**config.mk**
```make
export PLATFORM = sky130hd
export DESIGN_NAME = phs_periph_hw_setup
export DESIGN_NICKNAME = d
export VERILOG_FILES = /design/src/logic/phs_unused_guard.sv /design/src/logic/phs_pkg.sv /design/src/logic/phs_periph_hw_setup.sv
export SDC_FILE = /design/constraint.sdc
export NUM_CORES = 1
export LEC_CHECK = 0
export ABC_AREA = 1
export BUFFER_PORTS_ARGS = -buffer_cell sky130_fd_sc_hd__buf_2
export CAP_MARGIN = 20
export CORE_MARGIN = 1
export CORE_UTILIZATION = 64
export CTS_CLUSTER_SIZE = 20
export DETAILED_ROUTE_END_ITERATION = 16
export HOLD_SLACK_MARGIN = 0.1
export PLACE_DENSITY = 0.9
export SETUP_SLACK_MARGIN = 0.1
export SYNTH_ARGS = -nofsm -noshare
export SYNTH_HDL_FRONTEND = slang
export SYNTH_SLANG_ARGS = --single-unit
export TNS_END_PERCENT = 10
```
**constraint.sdc**
```tcl
create_clock -name core_clk_i -period 5.94 [get_ports core_clk_i]
set_input_delay 0.297 -clock core_clk_i [delete_from_list [all_inputs] [get_ports core_clk_i]]
set_output_delay 0.297 -clock core_clk_i [all_outputs]
set_load 0.005 [all_outputs]
```
**src/logic/phs_unused_guard.sv**
```systemverilog
`timescale 1ns/1ns
`default_nettype none
`default_nettype wire

```
**src/logic/phs_pkg.sv**
```systemverilog
package phs_pkg;

  // ==========================================================
  // Timing
  // ==========================================================
  localparam int CORE_PERIOD_NS = 10;
  localparam int SUSPEND_DELAY_US = 2000;
  localparam int SUSPEND_DELAY_CYC = SUSPEND_DELAY_US * 1000 / CORE_PERIOD_NS;
  localparam int INT_PULSE_NS = 166;
  localparam int INT_PULSE_CYC = (INT_PULSE_NS + CORE_PERIOD_NS - 1) / CORE_PERIOD_NS;
  localparam int SLOW_CLK_HZ = 115000;
  localparam int SLOW_HALF_CYC = 1000000000 / (CORE_PERIOD_NS * 2 * SLOW_CLK_HZ);
  localparam int CLOCK_OUTPUT_PIN_UNIT_CYC = 2;

  // ==========================================================
  // Command codes and transfer lengths
  // ==========================================================
  localparam logic [7:0] CMD_MODE_WR = 8'hb8;
  localparam logic [7:0] CMD_MODE_RD = 8'hb9;
  localparam logic [7:0] CMD_HW_WR = 8'hba;
  localparam logic [7:0] CMD_HW_RD = 8'hbb;
  localparam logic [7:0] CMD_IE_WR = 8'hc2;
  localparam logic [7:0] CMD_IE_RD = 8'hc3;
  localparam logic [1:0] MODE_LAST_BYTE = 2'h0;
  localparam logic [1:0] HW_LAST_BYTE = 2'h1;
  localparam logic [1:0] IE_LAST_BYTE = 2'h3;

  // ==========================================================
  // Reset values, writable masks, bit positions
  // ==========================================================
  localparam logic [15:0] HW_RESET = 16'h2344;
  localparam logic [15:0] HW_WMASK = 16'h7fef;
  localparam logic [31:0] IE_RESET = 32'h0000_0000;
  localparam logic [31:0] IE_WMASK = 32'h00ff_ff7f;
  localparam logic [7:0] MODE_RESET = 8'h80;
  localparam int MODE_SUSP_BIT = 5;
  localparam int MODE_INTENA_BIT = 3;
  localparam int MODE_SOFTCT_BIT = 0;

  // ==========================================================
  // Types
  // ==========================================================
  typedef struct packed {
    logic reserved_hi;
    logic external_pullup_select;
    logic no_slow_clock_out;
    logic clock_keep_running;
    logic [3:0] clock_out_divider;
    logic ack_only_dma_mode;
    logic dma_request_polarity;
    logic dma_ack_polarity;
    logic reserved_4;
    logic wake_on_select;
    logic spare_2;
    logic interrupt_pulse_mode;
    logic interrupt_polarity;
  } phs_hw_setup_t;

  typedef struct packed {
    logic cmd_strobe;
    logic data_wr;
    logic data_rd;
    logic [7:0] data;
  } phs_host_req_t;

  typedef enum logic [1:0] {
    SUSP_ACTIVE = 2'b00,
    SUSP_WAIT = 2'b01,
    SUSP_ASLEEP = 2'b11,
    SUSP_WAKE = 2'b10
  } phs_susp_t;

endpackage

```
**src/logic/phs_periph_hw_setup.sv**
```systemverilog
`timescale 1ns/1ns
`default_nettype none
// Notes on behaviour
// - External pull-up set: never drive internal pull-up
// - No-slow-clock set: no slow clock in suspend
// - Otherwise slow clock on pin after delay
// - Keep-running set: oscillator stays on always
// - Keep-running clear: oscillator off after delay
// - Clock pin period: divider field plus one, times two cycles
// - Divider resets to three
// - Divider change takes effect glitch free
// - Bit 7 selects ack-only or classic DMA
// - Bits 6, 5 set request, ack polarity
// - Wake-on-select: low select wakes from suspend
// - Interrupt level or fixed pulse per bit 1
// - Bit 0 sets interrupt pin polarity
// - Bus reset keeps hardware setup fields
// - Per-source interrupt enables gate sources
// - Bus reset keeps interrupt enables
// - Suspend begins on request one then zero
// - Setup register moves as two bytes
module phs_periph_hw_setup
  import phs_pkg::*;
#(
  parameter int SUSPEND_DELAY = SUSPEND_DELAY_CYC,
  parameter int NUM_SRC = 32
) (
  // Clock, reset, enable
  input wire logic core_clk_i,
  input wire logic reset_n_i,
  input wire logic ce_i,
  // Host command port
  input wire phs_host_req_t host_req_i,
  output logic [7:0] host_rdata_o,
  // Core events
  input wire logic [NUM_SRC-1:0] int_src_i,
  input wire logic dma_need_i,
  input wire logic usb_bus_reset_i,
  input wire logic resume_i,
  // Pins
  input wire logic chip_sel_n_i,
  input wire logic periph_dma_ack_pin_i,
  output logic periph_dma_request_pin_o,
  output logic periph_interrupt_pin_o,
  output logic clock_output_pin_o,
  // Core controls
  output logic soft_pullup_o,
  output logic osc_enable_o,
  output logic suspended_o,
  output logic wakeup_o,
  output logic dma_ack_active_o
);

  localparam int SW = $clog2(SUSPEND_DELAY + 1);
  localparam int DW = 8;
  localparam int PW = $clog2(INT_PULSE_CYC + 1);
  localparam int LW = $clog2(SLOW_HALF_CYC + 1);
  localparam logic [SW-1:0] SUSP_LAST = SW'(SUSPEND_DELAY - 1);
  localparam logic [PW-1:0] PULSE_LOAD = PW'(INT_PULSE_CYC);
  localparam logic [LW-1:0] SLOW_LAST = LW'(SLOW_HALF_CYC - 1);

  // ==========================================================
  // Host register access
  // ==========================================================
  logic [7:0] cmd_q, cmd_d;
  logic [1:0] idx_q, idx_d;
  logic [31:0] stage_q, stage_d;
  phs_hw_setup_t hw_q, hw_d;
  logic [31:0] ie_q, ie_d;
  logic [7:0] mode_q, mode_d;
  logic [7:0] rdata_q, rdata_d;
  logic susp_go;

  // Byte-serial access, low byte first; commit on last byte
  always_comb begin
    cmd_d = cmd_q;
    idx_d = idx_q;
    stage_d = stage_q;
    hw_d = hw_q;
    ie_d = ie_q;
    mode_d = mode_q;
    rdata_d = rdata_q;
    susp_go = 1'b0;
    if (host_req_i.cmd_strobe) begin
      cmd_d = host_req_i.data;
      idx_d = 2'h0;
    end else if (host_req_i.data_wr) begin
      stage_d[{idx_q, 3'b000} +: 8] = host_req_i.data;
      idx_d = idx_q + 2'h1;
      // A partial write leaves the register untouched
      if (cmd_q == CMD_HW_WR && idx_q == HW_LAST_BYTE) begin
        hw_d = stage_d[15:0] & HW_WMASK;
      end
      if (cmd_q == CMD_IE_WR && idx_q == IE_LAST_BYTE) begin
        ie_d = stage_d & IE_WMASK;
      end
      if (cmd_q == CMD_MODE_WR && idx_q == MODE_LAST_BYTE) begin
        mode_d = host_req_i.data;
        susp_go = mode_q[MODE_SUSP_BIT] & ~mode_d[MODE_SUSP_BIT];
      end
    end else if (host_req_i.data_rd) begin
      idx_d = idx_q + 2'h1;
      unique case (cmd_q)
        CMD_HW_RD: rdata_d = hw_q[{idx_q[0], 3'b000} +: 8];
        CMD_IE_RD: rdata_d = ie_q[{idx_q, 3'b000} +: 8];
        CMD_MODE_RD: rdata_d = mode_q;
        default: rdata_d = 8'h00;
      endcase
    end
  end

  // Only the power-on reset restores these; bus reset is ignored
  always_ff @(posedge core_clk_i) begin
    if (!reset_n_i) begin
      cmd_q <= 8'h00;
      idx_q <= 2'h0;
      stage_q <= 32'h0000_0000;
      hw_q <= HW_RESET;
      ie_q <= IE_RESET;
      mode_q <= MODE_RESET;
      rdata_q <= 8'h00;
    end else if (ce_i) begin
      cmd_q <= cmd_d;
      idx_q <= idx_d;
      stage_q <= stage_d;
      hw_q <= hw_d;
      ie_q <= ie_d;
      mode_q <= mode_d;
      rdata_q <= rdata_d;
    end
  end

  // ==========================================================
  // Pin synchronisers
  // ==========================================================
  logic [1:0] cs_sync_q, ack_sync_q;

  // Second stage only is read by logic
  always_ff @(posedge core_clk_i) begin
    if (!reset_n_i) begin
      cs_sync_q <= 2'b11;
      ack_sync_q <= 2'b00;
    end else if (ce_i) begin
      cs_sync_q <= {cs_sync_q[0], chip_sel_n_i};
      ack_sync_q <= {ack_sync_q[0], periph_dma_ack_pin_i};
    end
  end

  // ==========================================================
  // Suspend sequencing
  // ==========================================================
  phs_susp_t st_q, st_d;
  logic [SW-1:0] scnt_q, scnt_d;
  logic wake_req;
  logic osc_q, osc_d, susp_q, susp_d, wake_q, wake_d;

  always_comb begin
    // Bus reset or resume also ends suspend
    wake_req = (hw_q.wake_on_select & ~cs_sync_q[1]) | resume_i | usb_bus_reset_i;
    st_d = st_q;
    scnt_d = scnt_q;
    unique case (st_q)
      SUSP_ACTIVE: begin
        if (susp_go) begin
          st_d = SUSP_WAIT;
          scnt_d = '0;
        end
      end
      SUSP_WAIT: begin
        scnt_d = scnt_q + SW'(1);
        if (wake_req) begin
          st_d = SUSP_WAKE;
        end else if (scnt_q == SUSP_LAST) begin
          st_d = SUSP_ASLEEP;
        end
      end
      SUSP_ASLEEP: begin
        if (wake_req) begin
          st_d = SUSP_WAKE;
        end
      end
      SUSP_WAKE: st_d = SUSP_ACTIVE;
    endcase
    // Software must clear keep-running for suspend current
    osc_d = ~(st_d == SUSP_ASLEEP) | hw_q.clock_keep_running;
    susp_d = (st_d == SUSP_ASLEEP);
    wake_d = (st_d == SUSP_WAKE);
  end

  always_ff @(posedge core_clk_i) begin
    if (!reset_n_i) begin
      st_q <= SUSP_ACTIVE;
      scnt_q <= '0;
      osc_q <= 1'b1;
      susp_q <= 1'b0;
      wake_q <= 1'b0;
    end else if (ce_i) begin
      st_q <= st_d;
      scnt_q <= scnt_d;
      osc_q <= osc_d;
      susp_q <= susp_d;
      wake_q <= wake_d;
    end
  end

  // ==========================================================
  // Clock output divider
  // ==========================================================
  logic [3:0] divn_q, divn_d;
  logic [DW-1:0] dcnt_q, dcnt_d, per_last, half;
  logic [LW-1:0] lcnt_q, lcnt_d;
  logic slow_q, slow_d, clko_q, clko_d;

  // New divider is only taken at a period boundary, so no runt
  always_comb begin
    per_last = DW'((int'(divn_q) + 1) * CLOCK_OUTPUT_PIN_UNIT_CYC - 1);
    half = DW'(((int'(divn_q) + 1) * CLOCK_OUTPUT_PIN_UNIT_CYC) / 2);
    divn_d = divn_q;
    dcnt_d = dcnt_q + DW'(1);
    if (dcnt_q == per_last) begin
      dcnt_d = '0;
      divn_d = hw_q.clock_out_divider;
    end
    lcnt_d = lcnt_q + LW'(1);
    slow_d = slow_q;
    if (lcnt_q == SLOW_LAST) begin
      lcnt_d = '0;
      slow_d = ~slow_q;
    end
    if (st_q == SUSP_ASLEEP) begin
      clko_d = slow_q & ~hw_q.no_slow_clock_out;
    end else begin
      clko_d = (dcnt_q < half);
    end
  end

  always_ff @(posedge core_clk_i) begin
    if (!reset_n_i) begin
      divn_q <= HW_RESET[11:8];
      dcnt_q <= '0;
      lcnt_q <= '0;
      slow_q <= 1'b0;
      clko_q <= 1'b0;
    end else if (ce_i) begin
      divn_q <= divn_d;
      dcnt_q <= dcnt_d;
      lcnt_q <= lcnt_d;
      slow_q <= slow_d;
      clko_q <= clko_d;
    end
  end

  // ==========================================================
  // Interrupt pin
  // ==========================================================
  logic ireq, ireq_q, pend_q, pend_d, ipin_q, ipin_d, iact;
  logic [PW-1:0] pcnt_q, pcnt_d;

  // A request edge during a pulse is held and served afterwards
  always_comb begin
    ireq = mode_q[MODE_INTENA_BIT] & (|(int_src_i & ie_q[NUM_SRC-1:0]));
    pend_d = pend_q | (ireq & ~ireq_q);
    pcnt_d = pcnt_q;
    if (pcnt_q != '0) begin
      pcnt_d = pcnt_q - PW'(1);
    end else if (pend_q) begin
      pcnt_d = PULSE_LOAD;
      pend_d = ireq & ~ireq_q;
    end
    if (!hw_q.interrupt_pulse_mode) begin
      pend_d = 1'b0;
      pcnt_d = '0;
    end
    iact = hw_q.interrupt_pulse_mode ? (pcnt_d != '0) : ireq;
    ipin_d = iact ~^ hw_q.interrupt_polarity;
  end

  always_ff @(posedge core_clk_i) begin
    if (!reset_n_i) begin
      ireq_q <= 1'b0;
      pend_q <= 1'b0;
      pcnt_q <= '0;
      ipin_q <= 1'b1;
    end else if (ce_i) begin
      ireq_q <= ireq;
      pend_q <= pend_d;
      pcnt_q <= pcnt_d;
      ipin_q <= ipin_d;
    end
  end

  // ==========================================================
  // DMA handshake and pull-up
  // ==========================================================
  logic dreq_q, dreq_d, dack_q, dack_d, pull_q, pull_d, ack_act;

  // Ack-only mode never raises a request; the ack alone moves data
  always_comb begin
    ack_act = ack_sync_q[1] ~^ hw_q.dma_ack_polarity;
    dreq_d = (dma_need_i & ~hw_q.ack_only_dma_mode) ~^ hw_q.dma_request_polarity;
    dack_d = ack_act & (hw_q.ack_only_dma_mode | dma_need_i);
    pull_d = mode_q[MODE_SOFTCT_BIT] & ~hw_q.external_pullup_select;
  end

  always_ff @(posedge core_clk_i) begin
    if (!reset_n_i) begin
      dreq_q <= 1'b0;
      dack_q <= 1'b0;
      pull_q <= 1'b0;
    end else if (ce_i) begin
      dreq_q <= dreq_d;
      dack_q <= dack_d;
      pull_q <= pull_d;
    end
  end

  // ==========================================================
  // Outputs
  // ==========================================================
  assign host_rdata_o = rdata_q;
  assign periph_dma_request_pin_o = dreq_q;
  assign periph_interrupt_pin_o = ipin_q;
  assign clock_output_pin_o = clko_q;
  assign soft_pullup_o = pull_q;
  assign osc_enable_o = osc_q;
  assign suspended_o = susp_q;
  assign wakeup_o = wake_q;
  assign dma_ack_active_o = dack_q;

endmodule
`default_nettype wire

```
Word-level counts from Yosys, hierarchy flattened

Index checks and enable logic that the tools add are counted.

Input bits: 51
Flip-flop bits (word level): 156
Output and inout bits: 16

Eq/ne operators: 17
Shifts and indexed selects: 4
Order comparisons: 1
Add/sub/neg operators: 8
Bitwise logic cells: 27
Reductions and logical operators: 20
Multiplexer cells: 25

Operators by type and width:

| cell                                                                   | count |
|---|---|
| 8-bit equality test, second input constant                             | 6 |
| 18-bit case mux with 2 select lines                                    | 1 |
| 32-bit by 24-bit AND with 32-bit output                                | 1 |
| 32-bit bitwise mux                                                     | 1 |
| 32-bit OR reduction                                                    | 1 |
| 8-bit by 7-bit variable shift with 32-bit output, first input constant | 1 |
| 32-bit by 6-bit variable part select with 8-bit output                 | 1 |
| 8-bit by 7-bit variable part select with 32-bit output                 | 1 |
| 8-bit case mux with 3 select lines                                     | 1 |
| 18-bit by 1-bit adder with 18-bit output, second input constant        | 1 |
| 18-bit equality test, second input constant                            | 1 |
| 18-bit two-way mux                                                     | 1 |
| 4-bit AND reduction                                                    | 4 |
| 16-bit by 5-bit variable part select with 8-bit output                 | 1 |
| 5-bit two-way mux                                                      | 3 |
| 2-bit two-way mux                                                      | 7 |
| 2-bit equality test, second input constant                             | 5 |
| 1-bit NOT                                                              | 10 |
| 5-bit nonzero test                                                     | 2 |
| 9-bit by 1-bit adder with 9-bit output, second input constant          | 1 |
| 9-bit equality test, second input constant                             | 1 |
| 9-bit two-way mux                                                      | 1 |
| 8-bit by 1-bit adder with 8-bit output, second input constant          | 1 |
| 1-bit AND                                                              | 8 |
| other kinds (20)                                                       | 41 |

Logic depth before layout (Yosys ltp)

Depth in word-level cells: 10
Gate-level depth with buffers: 14
Depth with buffers taken out: 14

Worst setup path after synthesis

OpenSTA, ideal clock, no wires.

Kind: reg-to-reg
From: register idx_q[0]
To: register scnt_q[4]
Required time: 5.823 ns
Data arrival time: 2.344 ns
Cell stages (with the launch flop): 15
Path buffers: 3
Setup time: 0.117 ns
Path slack: 3.479 ns
Cell sequence: dfxtp_1 > clkbuf_1 > inv_2 > clkbuf_1 > ha_1 > buf_2 > clkinv_1 > nor3_1 > nand4_1 > nand2_1 > nand2_1 > o21ai_1 > inv_2 > o21ai_0 > nor2_1

Word-level cells in the longest chain between the ends: 7

RTL lines:

| item                          | RTL line                   | source |
|---|---|---|
| start: declaration            | phs_periph_hw_setup.sv:66  | `logic [1:0] idx_q, idx_d;` |
| start signal: assignment      | phs_periph_hw_setup.sv:124 | `idx_q <= idx_d;` |
| 2-bit zero test               | phs_periph_hw_setup.sv:97  | `if (cmd_q == CMD_MODE_WR && idx_q == MODE_LAST_BYTE) begin` |
| 1-bit logical AND             | phs_periph_hw_setup.sv:97  |  |
| 1-bit two-way mux             | phs_periph_hw_setup.sv:97  |  |
| 1-bit two-way mux             | phs_periph_hw_setup.sv:87  | `end else if (host_req_i.data_wr) begin` |
| 1-bit two-way mux             | phs_periph_hw_setup.sv:84  | `if (host_req_i.cmd_strobe) begin` |
| 2-bit != test (no line)       | n/a                        |  |
| 3-bit AND reduction (no line) | n/a                        |  |
| end signal: assignment        | phs_periph_hw_setup.sv:199 | `scnt_q <= scnt_d;` |
| end: declaration              | phs_periph_hw_setup.sv:153 | `logic [SW-1:0] scnt_q, scnt_d;` |

Every way passes these cells.
A chain may end at the register's enable or synchronous reset.

Worst setup path after layout

Ends and elaborated chain as after synthesis.

==> results.txt <==
----------------------------------------------------
[Synth]
  Share of synthesized flip-flops with an asynchronous set or reset ... 0%
  Synth Net Count ... 1136
  XOR/XNOR Fraction of Synth Area ... 1.87%
  Fraction of synthesized area in multiplexers ... 0%
  Top flip-flop cell by instance count after synthesis ... dfxtp_1
  Adder-cell share of the synthesized area ... 2.34%
  Combinational family with the most area after synthesis ... simple AND/OR/NAND/NOR gates
  Mapped Area ... 7470 um2
  Share of synthesized area occupied by flip-flops and latches ... 39.6%
  Number of library cell types mapped by synthesis ... 39
  Number of enable-type register cells in the synthesized netlist ... 0
  Simple-Gate Fraction of Synth Area ... between 20 and 30%
  Syn_area_per_cell ... between 6 and 7 um2
  Count of warnings emitted by yosys ... 0
  Flops & latches, synth ... 148
  Post-synthesis cell count ... 1071
  Compound-Gate Fraction of Synth Area ... 18.7%

[Placed design]
  Final estimated routing congestion in global placement ... between 0.9 and 1
  Post-place setup slack ... between 2 and 2.5 ns
  Count of buffers inserted at the top-level ports ... 57
  Instance area at placement ... between 7000 and 8000 um2
  Number of instances in the placed design ... 1228
  Post-DP HPWL ... roughly 13000 um

[Floorplanning]
  Top-level I/O count ... 67
  Row cnt ... 39
  Die area ... 12100 um2
  Placeable core region ... between 10000 and 15000 um2
  Chip width ... 110 um
  Starting utilization of the core area ... 65.5%
  Vertical extent of the die ... 110 um

[Global route]
  Number of antenna violations at the first check in global routing ... 0
  Wire length of the first global-routing pass ... between 20000 and 30000 um
  Maximum number of pins on one net before global-route repair ... 80
  Via count of the first global-routing pass ... ~6.4k
  Overflow left after global routing ... 0
  GRT Overall Usage ... 32.0%

[Finish]
  Most common cell after layout, fill and taps aside ... nand2_1
  Commonest cells after routing, fill and taps aside ... nand2_1, dfxtp_1, inv_1
  Area added between synthesis and finish ... 11.7%
  Count of nets after finishing ... between 1k and 1.5k
  Fraction of final layout cells with drive strength greater than 1 ... 10.8%
  Layout Cell Area excl Fill ... 8350 um2
  Count of antenna diodes in the layout ... 0
  Non-filler cells in the finished layout ... 1261

[Routing]
  ANT nets after route ... 0
  Post-DR vias/cell ... 5.80
  Wire length per cell after detailed routing ... 14.7 um
  Via Count ... 7317
  Count of routing violations after the opening detailed-route iteration ... just under 700
  Final Routed Wirelength ... 18600 um
  Drt drc ... 0
  1st-pass router iterations ... 5

[Power and ir drop]
  Power per Cell Area ... 267 nW/um2
  Cell-internal power ... 1660 uW
  Combinational power share ... 7.6%
  VDD IR max ... between 0.2 and 0.25 mV
  Switching fraction of total power ... between 20% and 30%
  Power spent charging and discharging nets ... 571 uW
  Leak ... 0.00343 uW
  Clock power share ... a little under half
  Total design power ... 2230 uW
  Seq pwr share ... 46.3%

[STA]
  Number of hold violations in the final report ... 0
  Smallest setup slack after layout ... 2.10 ns
  Setup TNS after final layout ... 0 ns
  Final setup violation count ... 0
  Maximum frequency from static timing analysis ... between 0.2 and 0.3 GHz
  Clk_skew ... between 0.01 and 0.015 ns
  Slew HR ... 37.2%
  Part of the cycle the worst path needs ... 64.7%
  RSZ-0062 raised after global routing ... false
  Final count of pins violating max slew ... 0
  Actual slew at the worst max-slew pin ... 0.941 ns
  Clock period minus worst slack ... a little under 4 ns

[Worst setup path]
  Worst Setup Start Kind ... flip-flop
  Category of the critical setup timing path ... flip-flop to flip-flop
  CP Max Fanout ... 28
  Required @ worst endpoint ... 6.26 ns
  Setup crit end kind ... flip-flop
  Arrival time of data at the critical path endpoint ... 4.17 ns

[Clock network]
  Clock slew at reported path FFs ... approximately 0.06 ns
  CTS tree ... built
  Clock buffer count from CTS ... 17
  H-tree Lvls ... 4
  Clock Sinks ... 148
  Skew-Pair Late Insertion Delay ... 0.44 ns
  Root buffer cell ... clkbuf_16
  Post-CTS resize count ... 0
  Max Buffers Root-to-Sink ... 2

[Min path]
  Worst min path class ... primary input to flip-flop

[Outcome]
  Result of the run ... complete, no violations

[Run]
  Max-cap viol count ... 0

----------------------------------------------------
-- kinds of logic (layout without fill, tap and decap cells) --
logic type                 count (synthesis)  after routing
DFF                                      148            148
adders and majority gates                 14             14
AOI/OAI and AO/OA                        233            233
and+or+nand+nor                          473            473
xor gates and xnor gates                  16             16
buffers and inverters                    187            234
-- stage by stage --
step	hold WS, ns	utilization [%]
2_1_floorplan	0.410	-
5_1_grt	0.122	73.1
4_1_cts	0.101	73.1
3_5_place_dp	0.443	68.0
3_3_place_gp	0.438	68.0
6_report	0.103	73.1
-- cell usage after synthesis (all sizes together), types with 11 or more instances --
master | instances | area, um2
nor2 | 124 | 465
inv | 139 | 522
nand4 | 28 | 175
nand3 | 69 | 345
xor2 | 12 | 105
a211oi | 37 | 363
nor4 | 11 | 75.1
a21oi | 87 | 439
nand2 | 203 | 762
ha | 14 | 175
o21ai | 81 | 405
o22ai | 16 | 100
dfxtp | 148 | 2960
clkbuf | 30 | 113
buf | 16 | 82.6
nor3 | 20 | 105
-- worst max-delay path, cell delays in order (launching register included) --
cell and delay (ns):
dfxtp_1 0.61, inv_2 0.50, ha_1 0.43, clkinv_1 0.44, nor3_1 0.33, nand4_1 0.26, nand2_1 0.18, nand2_1 0.33
o21ai_1 0.35, inv_2 0.13, o21ai_0 0.09, nor2_1 0.06
-- cell type report --
| type | count | area, um2 |
|---|---|---|
| multi-input combinational | 736 | 3790 |
| inverter | 141 | 529 |
| clock buffer | 18 | 439 |
| timing repair buffer | 62 | 323 |
| fill | 865 | 3070 |
| sequential | 148 | 2960 |
| tap | 143 | 179 |
| clock inverter | 13 | 128 |
-- power groups by stage --
stage / clock [uW] / combinational (uW) / sequential [uW]
3_3_place_gp: 0 / 159 / 1050
6_report: 1030 / 169 / 1030
4_1_cts: 1030 / 166 / 1030
2_1_floorplan: 0 / 118 / 1050
3_5_place_dp: 0 / 162 / 1050
5_1_grt: 1070 / 188 / 1030
-- layer usage --
layer | up-vias | wire length, um | GRT usage [%]
met3 | 68 | 1300 | 7.00
li1 | 3638 | - | -
met2 | 330 | 8800 | 52.0
met1 | 3281 | 7710 | 39.7
met4 | 0 | 757 | 16.6
met5 | - | 0 | 0
-- sequential cells by signal, summed over array words and instances (netlist names), 2 cells and up --
| signal | count |
|---|---|
| ack_sync_q | 2 |
| cmd_q | 8 |
| cs_sync_q | 2 |
| dcnt_q | 8 |
| divn_q | 4 |
| host_rdata_o | 8 |
| hw_q | 14 |
| idx_q | 2 |
| ie_q | 23 |
| lcnt_q | 9 |
| mode_q | 8 |
| pcnt_q | 5 |
| scnt_q | 18 |
| st_q | 2 |
| stage_q | 24 |
-- path summary, 6_finish.rpt --
| kind | cells after the start | to | startpoint | slack (ns) |
|---|---|---|---|---|
| hold reg to reg | 2 | host_rdata_o[0] | host_rdata_o[0] | 0.46 |
| hold / removal | 3 | cs_sync_q[0] | chip_sel_n_i | 0.10 |
| setup / recovery | 11 | scnt_q[4] | idx_q[0] | 2.10 |
| setup reg to reg | 11 | scnt_q[4] | idx_q[0] | 2.10 |
-- timing repair --
item	in CTS	in global routing
endpoints found under the setup margin	0	0
endpoints found under the hold margin	1	0
hold buffers	1	0
buffers inserted	0	0
(Power assumes the default switching activity.)
